### config.mk
export PLATFORM = sky130hd
export DESIGN_NAME = adc_output_demux_overrange
export DESIGN_NICKNAME = d
export VERILOG_FILES = /design/src/pkg/adc_demux_pkg.sv /design/src/logic/adc_output_demux_overrange.sv
export SDC_FILE = /design/constraint.sdc
export NUM_CORES = 1
export LEC_CHECK = 0
export BUFFER_PORTS_ARGS = -buffer_cell sky130_fd_sc_hd__buf_4
export CAP_MARGIN = 10
export CORE_MARGIN = 10
export CORE_UTILIZATION = 41
export CTS_CLUSTER_DIAMETER = 50
export DETAILED_ROUTE_END_ITERATION = 6
export GPL_ROUTABILITY_DRIVEN = 0
export PLACE_DENSITY_LB_ADDON = 0.1
export SETUP_SLACK_MARGIN = 0.15
export SLEW_MARGIN = 20
export SYNTH_ARGS = -nofsm -noshare
export SYNTH_HDL_FRONTEND = slang
export SYNTH_SLANG_ARGS = --single-unit
export TNS_END_PERCENT = 1
### constraint.sdc
create_clock -name hclk -period 4.5 [get_ports hclk]
set_input_delay 0.225 -clock hclk [delete_from_list [all_inputs] [get_ports hclk]]
set_output_delay 0.225 -clock hclk [all_outputs]
set_load 0.02 [all_outputs]
### src/pkg/adc_demux_pkg.sv
// Purpose: Shared constants, types and register map of the converter output stage.
// Assumes: 32-bit AHB-Lite register bus, one aligned word per register.
// Notes: Offsets are byte addresses.
package adc_demux_pkg;
	localparam int DATA_W = 8;
	localparam int IRQ_W = 3;

	// Register byte offsets
	localparam logic [7:0] ADDR_CTRL = 8'h00;
	localparam logic [7:0] ADDR_STATUS = 8'h04;
	localparam logic [7:0] ADDR_IRQ_STATUS = 8'h08;
	localparam logic [7:0] ADDR_IRQ_CLEAR = 8'h0c;
	localparam logic [7:0] ADDR_IRQ_ENABLE = 8'h10;
	localparam logic [7:0] ADDR_LAST_WORD = 8'h14;

	// Field positions
	localparam int CTRL_SPLIT_BIT = 0;
	localparam int CTRL_RATE_BIT = 1;
	localparam int IRQ_WORD_BIT = 0;
	localparam int IRQ_OVR_BIT = 1;
	localparam int IRQ_RST_BIT = 2;

	// Values after reset
	localparam logic [1:0] CTRL_RESET = 2'h0;
	localparam logic [IRQ_W-1:0] IRQ_ENABLE_RESET = 3'h0;
	localparam logic [1:0] PHASE_RESET = 2'h0;

	// Codes
	localparam logic [DATA_W-1:0] FULL_SCALE_CODE = 8'hff;
	localparam logic [DATA_W-1:0] LINES_HIGH = 8'hff;

	typedef struct packed {
		logic ovr;
		logic [DATA_W-1:0] code;
	} sample_s;

	typedef enum logic [2:0] {
		MODE_PASS = 3'b001,
		MODE_SPLIT = 3'b010,
		MODE_DECIM = 3'b100
	} mode_e;
endpackage : adc_demux_pkg

### src/logic/adc_output_demux_overrange.sv
// Purpose: Output stage of an 8-bit converter: pass-through, 1:2 split or decimate-by-two split.
// Assumes: Sample clock, sample data and all pins are asynchronous to hclk and much slower.
// Notes: Sample data must be stable around the sample-clock rising edge.
//
// The address map and register access over AHB-Lite were chosen for this implementation.
`timescale 1ns/1ns

// Summary of operation
// - Samples leave on the ports as unsigned offset-binary codes, zeros most negative.
// - Split enable high activates the demultiplexer; low gives pass-through, rate ignored.
// - With demultiplexer active, rate select low is split, high is decimate.
// - Pass-through puts each sample on port one, port two one sample later.
// - Both second-port power inputs low force all second-port lines high.
// - Split mode sends older sample on port two, newer on port one.
// - Decimate mode drops every other sample and splits the rest over both ports.
// - In split and decimate modes overrange flags if either sample overranged.
// - In pass-through overrange follows only the first-port sample.
// - Port data and overrange change on the strobe clock rising edge.
// - Each port has eight true and complementary lanes, LSB to MSB.
// - Zero input gives a mid-scale code toggling between 7f and 80.
// - Overrange is one only at full-scale code ff, otherwise zero.
// - A new sample is taken on each sampling-clock rising edge.
// - While sync reset in is asserted, demultiplexer phase is held reset.
module adc_output_demux_overrange #(
	parameter int DATA_W = 8
) (
	input wire logic hclk, // Bus and core clock
	input wire logic hresetn, // Asynchronous reset, active low
	input wire logic hsel, // AHB slave select
	input wire logic [31:0] haddr, // AHB address
	input wire logic [1:0] htrans, // AHB transfer type
	input wire logic hwrite, // AHB write
	input wire logic [2:0] hsize, // AHB size, word only
	input wire logic [31:0] hwdata, // AHB write data
	input wire logic hready, // AHB bus ready
	output logic hreadyout, // AHB slave ready
	output logic hresp, // AHB response, always OKAY
	output logic [31:0] hrdata, // AHB read data
	input wire logic sample_clk, // Sampling clock pin
	input wire adc_demux_pkg::sample_s sample_in, // Converted code and overrange
	input wire logic sync_reset_in, // Demux reset pin, active high
	input wire logic second_port_power_a, // Second-port power input a
	input wire logic second_port_power_b, // Second-port power input b
	output logic [7:0] first_port_bits_p, // First port true lines
	output logic [7:0] first_port_bits_n, // First port complementary lines
	output logic [7:0] second_port_bits_p, // Second port true lines
	output logic [7:0] second_port_bits_n, // Second port complementary lines
	output logic overrange_p, // Overrange true line
	output logic overrange_n, // Overrange complementary line
	output logic output_strobe_clock_p, // Data-ready clock true line
	output logic output_strobe_clock_n, // Data-ready clock complementary line
	output logic sync_reset_out, // Reset passed on to later stages
	output logic irq // Level interrupt
);
	import adc_demux_pkg::*;

	// Ports and the sample struct are fixed at eight bits
	if (DATA_W != 8) begin : g_width_check
		$error("DATA_W must be 8");
	end

	// Pin synchronisers; stage one is read only by stage two
	logic clk_s1, clk_s2, clk_s3;
	sample_s smp_s1, smp_s2;
	logic rst_s1, rst_s2, rst_s3;
	logic [1:0] pwr_s1, pwr_s2v;
	logic pwr_s2;

	always_ff @(posedge hclk or negedge hresetn) begin
		if (!hresetn) begin
			clk_s1 <= 1'b0;
			clk_s2 <= 1'b0;
			clk_s3 <= 1'b0;
			smp_s1 <= '0;
			smp_s2 <= '0;
			rst_s1 <= 1'b0;
			rst_s2 <= 1'b0;
			rst_s3 <= 1'b0;
			pwr_s1 <= 2'b11;
			pwr_s2v <= 2'b11;
		end else begin
			clk_s1 <= sample_clk;
			clk_s2 <= clk_s1;
			clk_s3 <= clk_s2;
			smp_s1 <= sample_in;
			smp_s2 <= smp_s1;
			rst_s1 <= sync_reset_in;
			rst_s2 <= rst_s1;
			rst_s3 <= rst_s2;
			pwr_s1 <= {second_port_power_a, second_port_power_b};
			pwr_s2v <= pwr_s1;
		end
	end

	logic samp_rise, samp_fall;
	assign samp_rise = clk_s2 & ~clk_s3;
	assign samp_fall = ~clk_s2 & clk_s3;
	// Each power pin synced on its own; an or before the flops could glitch
	assign pwr_s2 = |pwr_s2v;

	// Registers
	logic [1:0] ctrl_reg;
	logic [IRQ_W-1:0] irq_status_reg, irq_enable_reg, irq_set;
	mode_e mode;

	// Mode follows CTRL at once; software issues a sync reset after a change
	always_comb begin
		if (!ctrl_reg[CTRL_SPLIT_BIT]) begin
			mode = MODE_PASS;
		end else if (ctrl_reg[CTRL_RATE_BIT]) begin
			mode = MODE_DECIM;
		end else begin
			mode = MODE_SPLIT;
		end
	end

	// Core datapath
	sample_s cur;
	sample_s hold_reg;
	sample_s first_reg, second_reg;
	logic ovr_reg, strobe_reg;
	logic [1:0] phase_reg;
	logic word_evt;
	logic cur_ovr;

	// Flag only a genuine full-scale code
	assign cur_ovr = smp_s2.ovr & (smp_s2.code == FULL_SCALE_CODE);
	assign cur = '{ovr: cur_ovr, code: smp_s2.code};

	always_comb begin
		word_evt = 1'b0;
		case (mode)
			MODE_PASS: word_evt = samp_rise;
			MODE_SPLIT: word_evt = samp_rise & phase_reg[0];
			MODE_DECIM: word_evt = samp_rise & (phase_reg == 2'h2);
			default: word_evt = 1'b0;
		endcase
	end

	always_ff @(posedge hclk or negedge hresetn) begin
		if (!hresetn) begin
			phase_reg <= PHASE_RESET;
		end else if (rst_s2) begin
			phase_reg <= PHASE_RESET;
		end else if (samp_rise) begin
			case (mode)
				MODE_PASS: phase_reg <= PHASE_RESET;
				MODE_SPLIT: phase_reg <= {1'b0, ~phase_reg[0]};
				MODE_DECIM: phase_reg <= phase_reg + 2'h1;
				default: phase_reg <= PHASE_RESET;
			endcase
		end
	end

	// Older sample of a pair waits here; decimate skips odd phases
	always_ff @(posedge hclk or negedge hresetn) begin
		if (!hresetn) begin
			hold_reg <= '0;
		end else if (samp_rise && phase_reg == 2'h0 && mode != MODE_PASS) begin
			hold_reg <= cur;
		end
	end

	always_ff @(posedge hclk or negedge hresetn) begin
		if (!hresetn) begin
			first_reg <= '0;
			second_reg <= '0;
			ovr_reg <= 1'b0;
		end else if (word_evt) begin
			if (mode == MODE_PASS) begin
				first_reg <= cur;
				second_reg <= first_reg;
				ovr_reg <= cur.ovr;
			end else begin
				first_reg <= cur;
				second_reg <= hold_reg;
				ovr_reg <= cur.ovr | hold_reg.ovr;
			end
		end
	end

	// Strobe rises with the data; falls half a word later
	always_ff @(posedge hclk or negedge hresetn) begin
		if (!hresetn) begin
			strobe_reg <= 1'b0;
		end else if (word_evt) begin
			strobe_reg <= 1'b1;
		end else if (mode == MODE_PASS && samp_fall) begin
			strobe_reg <= 1'b0;
		end else if (mode != MODE_PASS && samp_rise && phase_reg == 2'h0) begin
			strobe_reg <= 1'b0;
		end
	end

	always_ff @(posedge hclk or negedge hresetn) begin
		if (!hresetn) begin
			sync_reset_out <= 1'b0;
		end else if (samp_rise) begin
			sync_reset_out <= rst_s2;
		end
	end

	// Differential lanes; unpowered second port pulls both lines high
	assign first_port_bits_p = first_reg.code;
	assign first_port_bits_n = ~first_reg.code;
	assign second_port_bits_p = pwr_s2 ? second_reg.code : LINES_HIGH;
	assign second_port_bits_n = pwr_s2 ? ~second_reg.code : LINES_HIGH;
	assign overrange_p = ovr_reg;
	assign overrange_n = ~ovr_reg;
	assign output_strobe_clock_p = strobe_reg;
	assign output_strobe_clock_n = ~strobe_reg;

	// AHB-Lite slave: writes zero wait, reads one wait state
	logic ap_take;
	logic dp_valid, dp_write, dp_hit, rd_wait;
	logic [7:0] dp_addr;
	logic wr_en;
	logic [31:0] rd_mux;

	assign ap_take = hsel & htrans[1] & hready;
	assign hreadyout = ~rd_wait;
	assign hresp = 1'b0;
	assign wr_en = dp_valid & dp_write & dp_hit & hready;

	always_ff @(posedge hclk or negedge hresetn) begin
		if (!hresetn) begin
			dp_valid <= 1'b0;
			dp_write <= 1'b0;
			dp_hit <= 1'b0;
			dp_addr <= 8'h00;
			rd_wait <= 1'b0;
		end else begin
			if (hready) begin
				dp_valid <= ap_take;
				dp_write <= hwrite;
				dp_hit <= (haddr[31:8] == 24'h000000);
				dp_addr <= haddr[7:0];
			end
			rd_wait <= ap_take & ~hwrite;
		end
	end

	always_comb begin
		rd_mux = 32'h00000000;
		if (dp_hit) begin
			case (dp_addr)
				ADDR_CTRL: rd_mux = {30'h0, ctrl_reg};
				ADDR_STATUS: rd_mux = {24'h0, pwr_s2, rst_s2, phase_reg, 1'b0, mode};
				ADDR_IRQ_STATUS: rd_mux = {29'h0, irq_status_reg};
				ADDR_IRQ_ENABLE: rd_mux = {29'h0, irq_enable_reg};
				ADDR_LAST_WORD: rd_mux = {15'h0, ovr_reg, second_reg.code, first_reg.code};
				default: rd_mux = 32'h00000000;
			endcase
		end
	end

	always_ff @(posedge hclk or negedge hresetn) begin
		if (!hresetn) begin
			hrdata <= 32'h00000000;
		end else if (rd_wait) begin
			hrdata <= rd_mux;
		end
	end

	always_ff @(posedge hclk or negedge hresetn) begin
		if (!hresetn) begin
			ctrl_reg <= CTRL_RESET;
			irq_enable_reg <= IRQ_ENABLE_RESET;
		end else if (wr_en) begin
			if (dp_addr == ADDR_CTRL) begin
				ctrl_reg <= hwdata[1:0];
			end
			if (dp_addr == ADDR_IRQ_ENABLE) begin
				irq_enable_reg <= hwdata[IRQ_W-1:0];
			end
		end
	end

	// Interrupts; a new event wins over a clear in the same cycle
	always_comb begin
		irq_set = '0;
		irq_set[IRQ_WORD_BIT] = word_evt;
		irq_set[IRQ_OVR_BIT] = word_evt & (mode == MODE_PASS ? cur.ovr : cur.ovr | hold_reg.ovr);
		irq_set[IRQ_RST_BIT] = rst_s2 & ~rst_s3;
	end

	always_ff @(posedge hclk or negedge hresetn) begin
		if (!hresetn) begin
			irq_status_reg <= '0;
		end else begin
			if (wr_en && dp_addr == ADDR_IRQ_CLEAR) begin
				irq_status_reg <= (irq_status_reg & ~hwdata[IRQ_W-1:0]) | irq_set;
			end else begin
				irq_status_reg <= irq_status_reg | irq_set;
			end
		end
	end

	assign irq = |(irq_status_reg & irq_enable_reg);
endmodule : adc_output_demux_overrange

; Yosys cells after proc, flatten, opt, wreduce, memory -nomap -nowiden
; Index checks and enable logic that the tools add are counted.
[totals]
out_inout_bits = 72
register_bits = 110
input_bits = 87
[op_classes]
eq_ne = 11
mux = 16
n_bitwise = 29
reduce_logical = 15
n_addsub = 1
[ops]
columns = operator, n
row1 = 17-bit one-hot mux with 5 select lines, 1
row2 = 24-bit logical NOT, 1
row3 = 8-bit two-way mux, 3
row4 = 17-bit two-way mux, 1
row5 = "8-bit by 4-bit == test with 1-bit output, second input constant", 2
row6 = "8-bit by 5-bit == test with 1-bit output, second input constant", 2
row7 = 8-bit NOT, 2
row8 = 1-bit bitwise AND, 13
row9 = 3-bit two-way mux, 3
row10 = "8-bit by 3-bit == test with 1-bit output, second input constant", 1
row11 = "8-bit == test, second input constant", 1
row12 = 8-bit logical NOT, 1
row13 = 1-bit NOT, 8
row14 = 3-bit bitwise AND, 2
row15 = 1-bit logical AND, 6
row16 = 3-bit OR, 2
row17 = 1-bit two-way mux, 4
row18 = 2-bit two-way mux, 2
row19 = 2-bit one-hot mux with 2 select lines, 1
row20 = 2-bit AND reduction, 2
row21 = "3-bit by 1-bit == test with 1-bit output, second input constant", 1
row22 = "3-bit by 2-bit == test with 1-bit output, second input constant", 1
row23 = "3-bit == test, second input constant", 1
row24 = "3-bit by 1-bit inequality test with 1-bit output, second input constant", 1
row25 = other kinds (10), 10

; Longest topological paths before layout
[depth]
word_depth = 8
depth_mapped = 7

; Worst setup path before layout
; OpenSTA, ideal clock, no wires.
[synth_path]
path_type = reg-to-reg
startpoint = reg dp_addr[0]
endpoint = reg irq_enable_reg[0]
path_stages_with_launch = 5
required_time_ps = 4372
setup_ps = 128
path_slack_ps = 2720
t_arrival_ps = 1653
cell_sequence = dfrtp_1 > or4_4 > buf_6 > nor4_4 > mux2_1
[synth_via]
elab_chain_cells = 2
[synth_lines]
columns = item, line
row1 = "start, declared", adc_output_demux_overrange.sv:216  ; logic [7:0] dp_addr;
row2 = "start signal, assigned", adc_output_demux_overrange.sv:237  ; dp_addr <= haddr[7:0];
row3 = 8-bit by 5-bit == test with 1-bit output, adc_output_demux_overrange.sv:273  ; if (dp_addr == ADDR_IRQ_ENABLE) begin
row4 = 2-bit AND reduction (no source line), n/a
row5 = "end signal, assigned", adc_output_demux_overrange.sv:274  ; irq_enable_reg <= hwdata[IRQ_W-1:0];
row6 = "end, declared", adc_output_demux_overrange.sv:103  ; logic [IRQ_W-1:0] irq_status_reg, irq_enable_reg, irq_set;
; No other way between the ends.
; A chain may end at the register's enable or synchronous reset.

; Final worst setup path
[layout_path]
startpoint = reg ctrl_reg[0]
endpoint = reg hold_reg[2] (netlist bit)
[layout_via]
elab_chain_cells = 3
[layout_lines]
columns = item, line
row1 = "start, declared", adc_output_demux_overrange.sv:102  ; logic [1:0] ctrl_reg;
row2 = "start signal, assigned", adc_output_demux_overrange.sv:271  ; ctrl_reg <= hwdata[1:0];
row3 = 3-bit two-way mux, adc_output_demux_overrange.sv:108  ; if (!ctrl_reg[CTRL_SPLIT_BIT]) begin
row4 = 3-bit by 1-bit inequality test with 1-bit output, adc_output_demux_overrange.sv:159  ; end else if (samp_rise && phase_reg == 2'h0 && mode != MODE_PASS) begin
row5 = 1-bit logical AND, adc_output_demux_overrange.sv:159
row6 = "end signal, assigned", adc_output_demux_overrange.sv:160  ; hold_reg <= cur;
row7 = "end, declared", adc_output_demux_overrange.sv:119  ; sample_s hold_reg;
; No other way between the ends.

==> metrics.txt <==
max-slew violations 0; Cells after Synth 324; Worst Setup Start Kind flip-flop; Antenna Cells 0; largest cells by area after synthesis dfrtp_1, mux2_1, mux2i_1; MaxCap Viol Count 0; RSZ-0062 raised after global routing no; total track usage 0.1365; vias in the first global route 2956; Final Routed Wirelength ~9.4 mm; final instance area 0.005092 sq mm; Die W 117.5 um; synth unique cells 43; first-pass GRT wire length 15.54 mm; Yosys warnings 0; crit path kind flip-flop to flip-flop; Max VDD drop 178.2 uV; synthesized area per cell ~12 sq um; Pre-antenna DRT Iters 4; total CTS buffers 9; Vias per Instance 4.737; grt total ovfl 0; Worst EP required about 4700 ps; Final setup viols 0; fin nets 533; Clock Tree Root clkbuf_8; largest net degree at the start of global routing slightly below 60; IO Port Bufs approximately 110; Die Area between 0.01 and 0.015 sq mm; wire per inst about 16 um; skew final ~11 ps; status completed; layout cells sized above 1 0.3073; Gates resized, CTS repair 0; Pwr per Cell Area 347.9 mW/mm^2; Initial Utilization 0.4218; Tot Pwr 1.772 mW; Syn Std Cell Area 0.003897 sq mm; Worst-Skew Late Latency 350 ps; count leader, synth dfrtp_1; Max Clock Freq roughly 0.48 GHz; Die Height 117.5 um; Final Cycle Share 0.4586; critical path arrival 2300 ps; crit path capture type flip-flop; Layout area overhead 30.66%; Synth Register Bits 95; Top FF cell, synth dfrtp_1; clock sinks 95; num rows 35; fillers between 800 and 900; area leader, netlist dfrtp_1; detailed-route DRC error count 0; Setup TNS Final 0 ps; CORE AREA just over 0.009 sq mm; antenna violations before repair 0; FFs w/ async S/R, synth 1.000; leakage roughly 2.4 nW; htree depth 3; hold_ws 82.05 ps; CTS tree built; DR iter-0 viols 94; Core Util, Final 0.5511; Post-synth EDFFs 0; Antenna Nets Post-Route 0; max reg flops 17; DP HPWL 6.965 mm; clk buf depth 2; post-synthesis sequential area ratio 0.6112; Crit Path Max Fanout 18; Via Count 2738; postcts setup bufs 0; Slew headroom 0.4874; CTS clk-pin slew, worst paths 100 ps; Min-Delay Path Class input pin to flip-flop; most frequent cells after synthesis dfrtp_1, nand2_1, mux2_1, buf_4, inv_1; Hold Fails Final Rpt 0; Yosys top cell area share 0.5843; placed cell areas 0.004765 sq mm; post-layout minimum cycle time 2064 ps; num ports 159; worst-margin pin slew 768.9 ps; # hold bufs at CTS 14
==> report_power, final <==
group | switching [mW] | total, mW | internal [mW]
combinational | 0.158 | 0.288 | 0.130
sequential | 0.0497 | 0.950 | 0.901
clock | 0.309 | 0.534 | 0.224
==> path summary, 6_finish.rpt <==
| path | startpoint | end | slack, ps | cells past startpoint |
|---|---|---|---|---|
| min | haddr[4] | dp_addr[4] | 80 | 2 |
| max reg2reg | ctrl_reg[0] | hold_reg[2] | 2440 | 2 |
| max | ctrl_reg[0] | hold_reg[2] | 2440 | 2 |
| max in group asynchronous | hresetn | first_port_bits_p[0] | 3050 | 3 |
| min in group asynchronous | hresetn | rst_s1 | 360 | 2 |
| min reg2reg | smp_s1[8] | smp_s2[8] | 350 | 0 |
==> metal layers <==
metal  global-route usage  vias up  share of wire
met5                    0        -              0
met1               0.1740     1324           0.45
li1                     -     1332              -
met3              0.03885        6          0.056
met4              0.04637        0         0.0086
met2               0.2168       76           0.49
==> cells by family (layout without fill, tap and decap cells) <==
| kind of cell | count (synthesis) | after routing | share of synthesized area |
|---|---|---|---|
| flip-flops | 95 | 95 | 0.6112 |
| multiplexers | 37 | 37 | 0.1027 |
| other | 1 | 16 | 0.0009622 |
| adder cells (fa/ha/maj) | 2 | 2 | 0.006420 |
| AO/OA/AOI/OAI | 53 | 53 | 0.09342 |
| buffers and inverters | 48 | 158 | 0.06452 |
| AND/OR/NAND/NOR | 88 | 88 | 0.1207 |
==> layout by cell type, fill, tap and decap left out, types with 5 or more instances in the layout <==
master | Yosys | layout
a21oi_1 | 11 | 10
a22o_1 | 12 | 12
buf_4 | 17 | 111
clkbuf_8 | 0 | 10
conb_1 | 1 | 16
dfrtp_1 | 91 | 91
dlygate4sd3_1 | 0 | 14
inv_1 | 17 | 17
mux2_1 | 23 | 23
mux2i_1 | 13 | 13
nand2_1 | 34 | 34
nand2b_1 | 11 | 11
nor2_1 | 13 | 13
nor4_1 | 5 | 5
o21ai_1 | 12 | 12
==> cell type report <==
type / count / area [sq um] / share of cell area
multi-input cells: 196 / 1324 / 0.2600
clock buffers: 10 / 137.6 / 0.02703
inverters: 17 / 63.81 / 0.01253
flip-flops and latches: 95 / 2382 / 0.4678
repair buffers: 125 / 973.4 / 0.1912
well taps: 129 / 161.4 / 0.03170
clock inverters: 6 / 50.05 / 0.009828
==> worst max-delay path: stages, from the launching register on <==
cell	delay [ps]
dfrtp_1	850
nand3_1	620
mux2_1	480
==> per-stage QoR <==
stage / cells / setup WS, ps
finish: 578 / 2436
CTS: 578 / 2400
global placement: 548 / 2403
floorplan: 339 / 2720
global route: 578 / 2272
detailed placement: 548 / 2396
No activity file was read; power rests on OpenSTA's default activity.
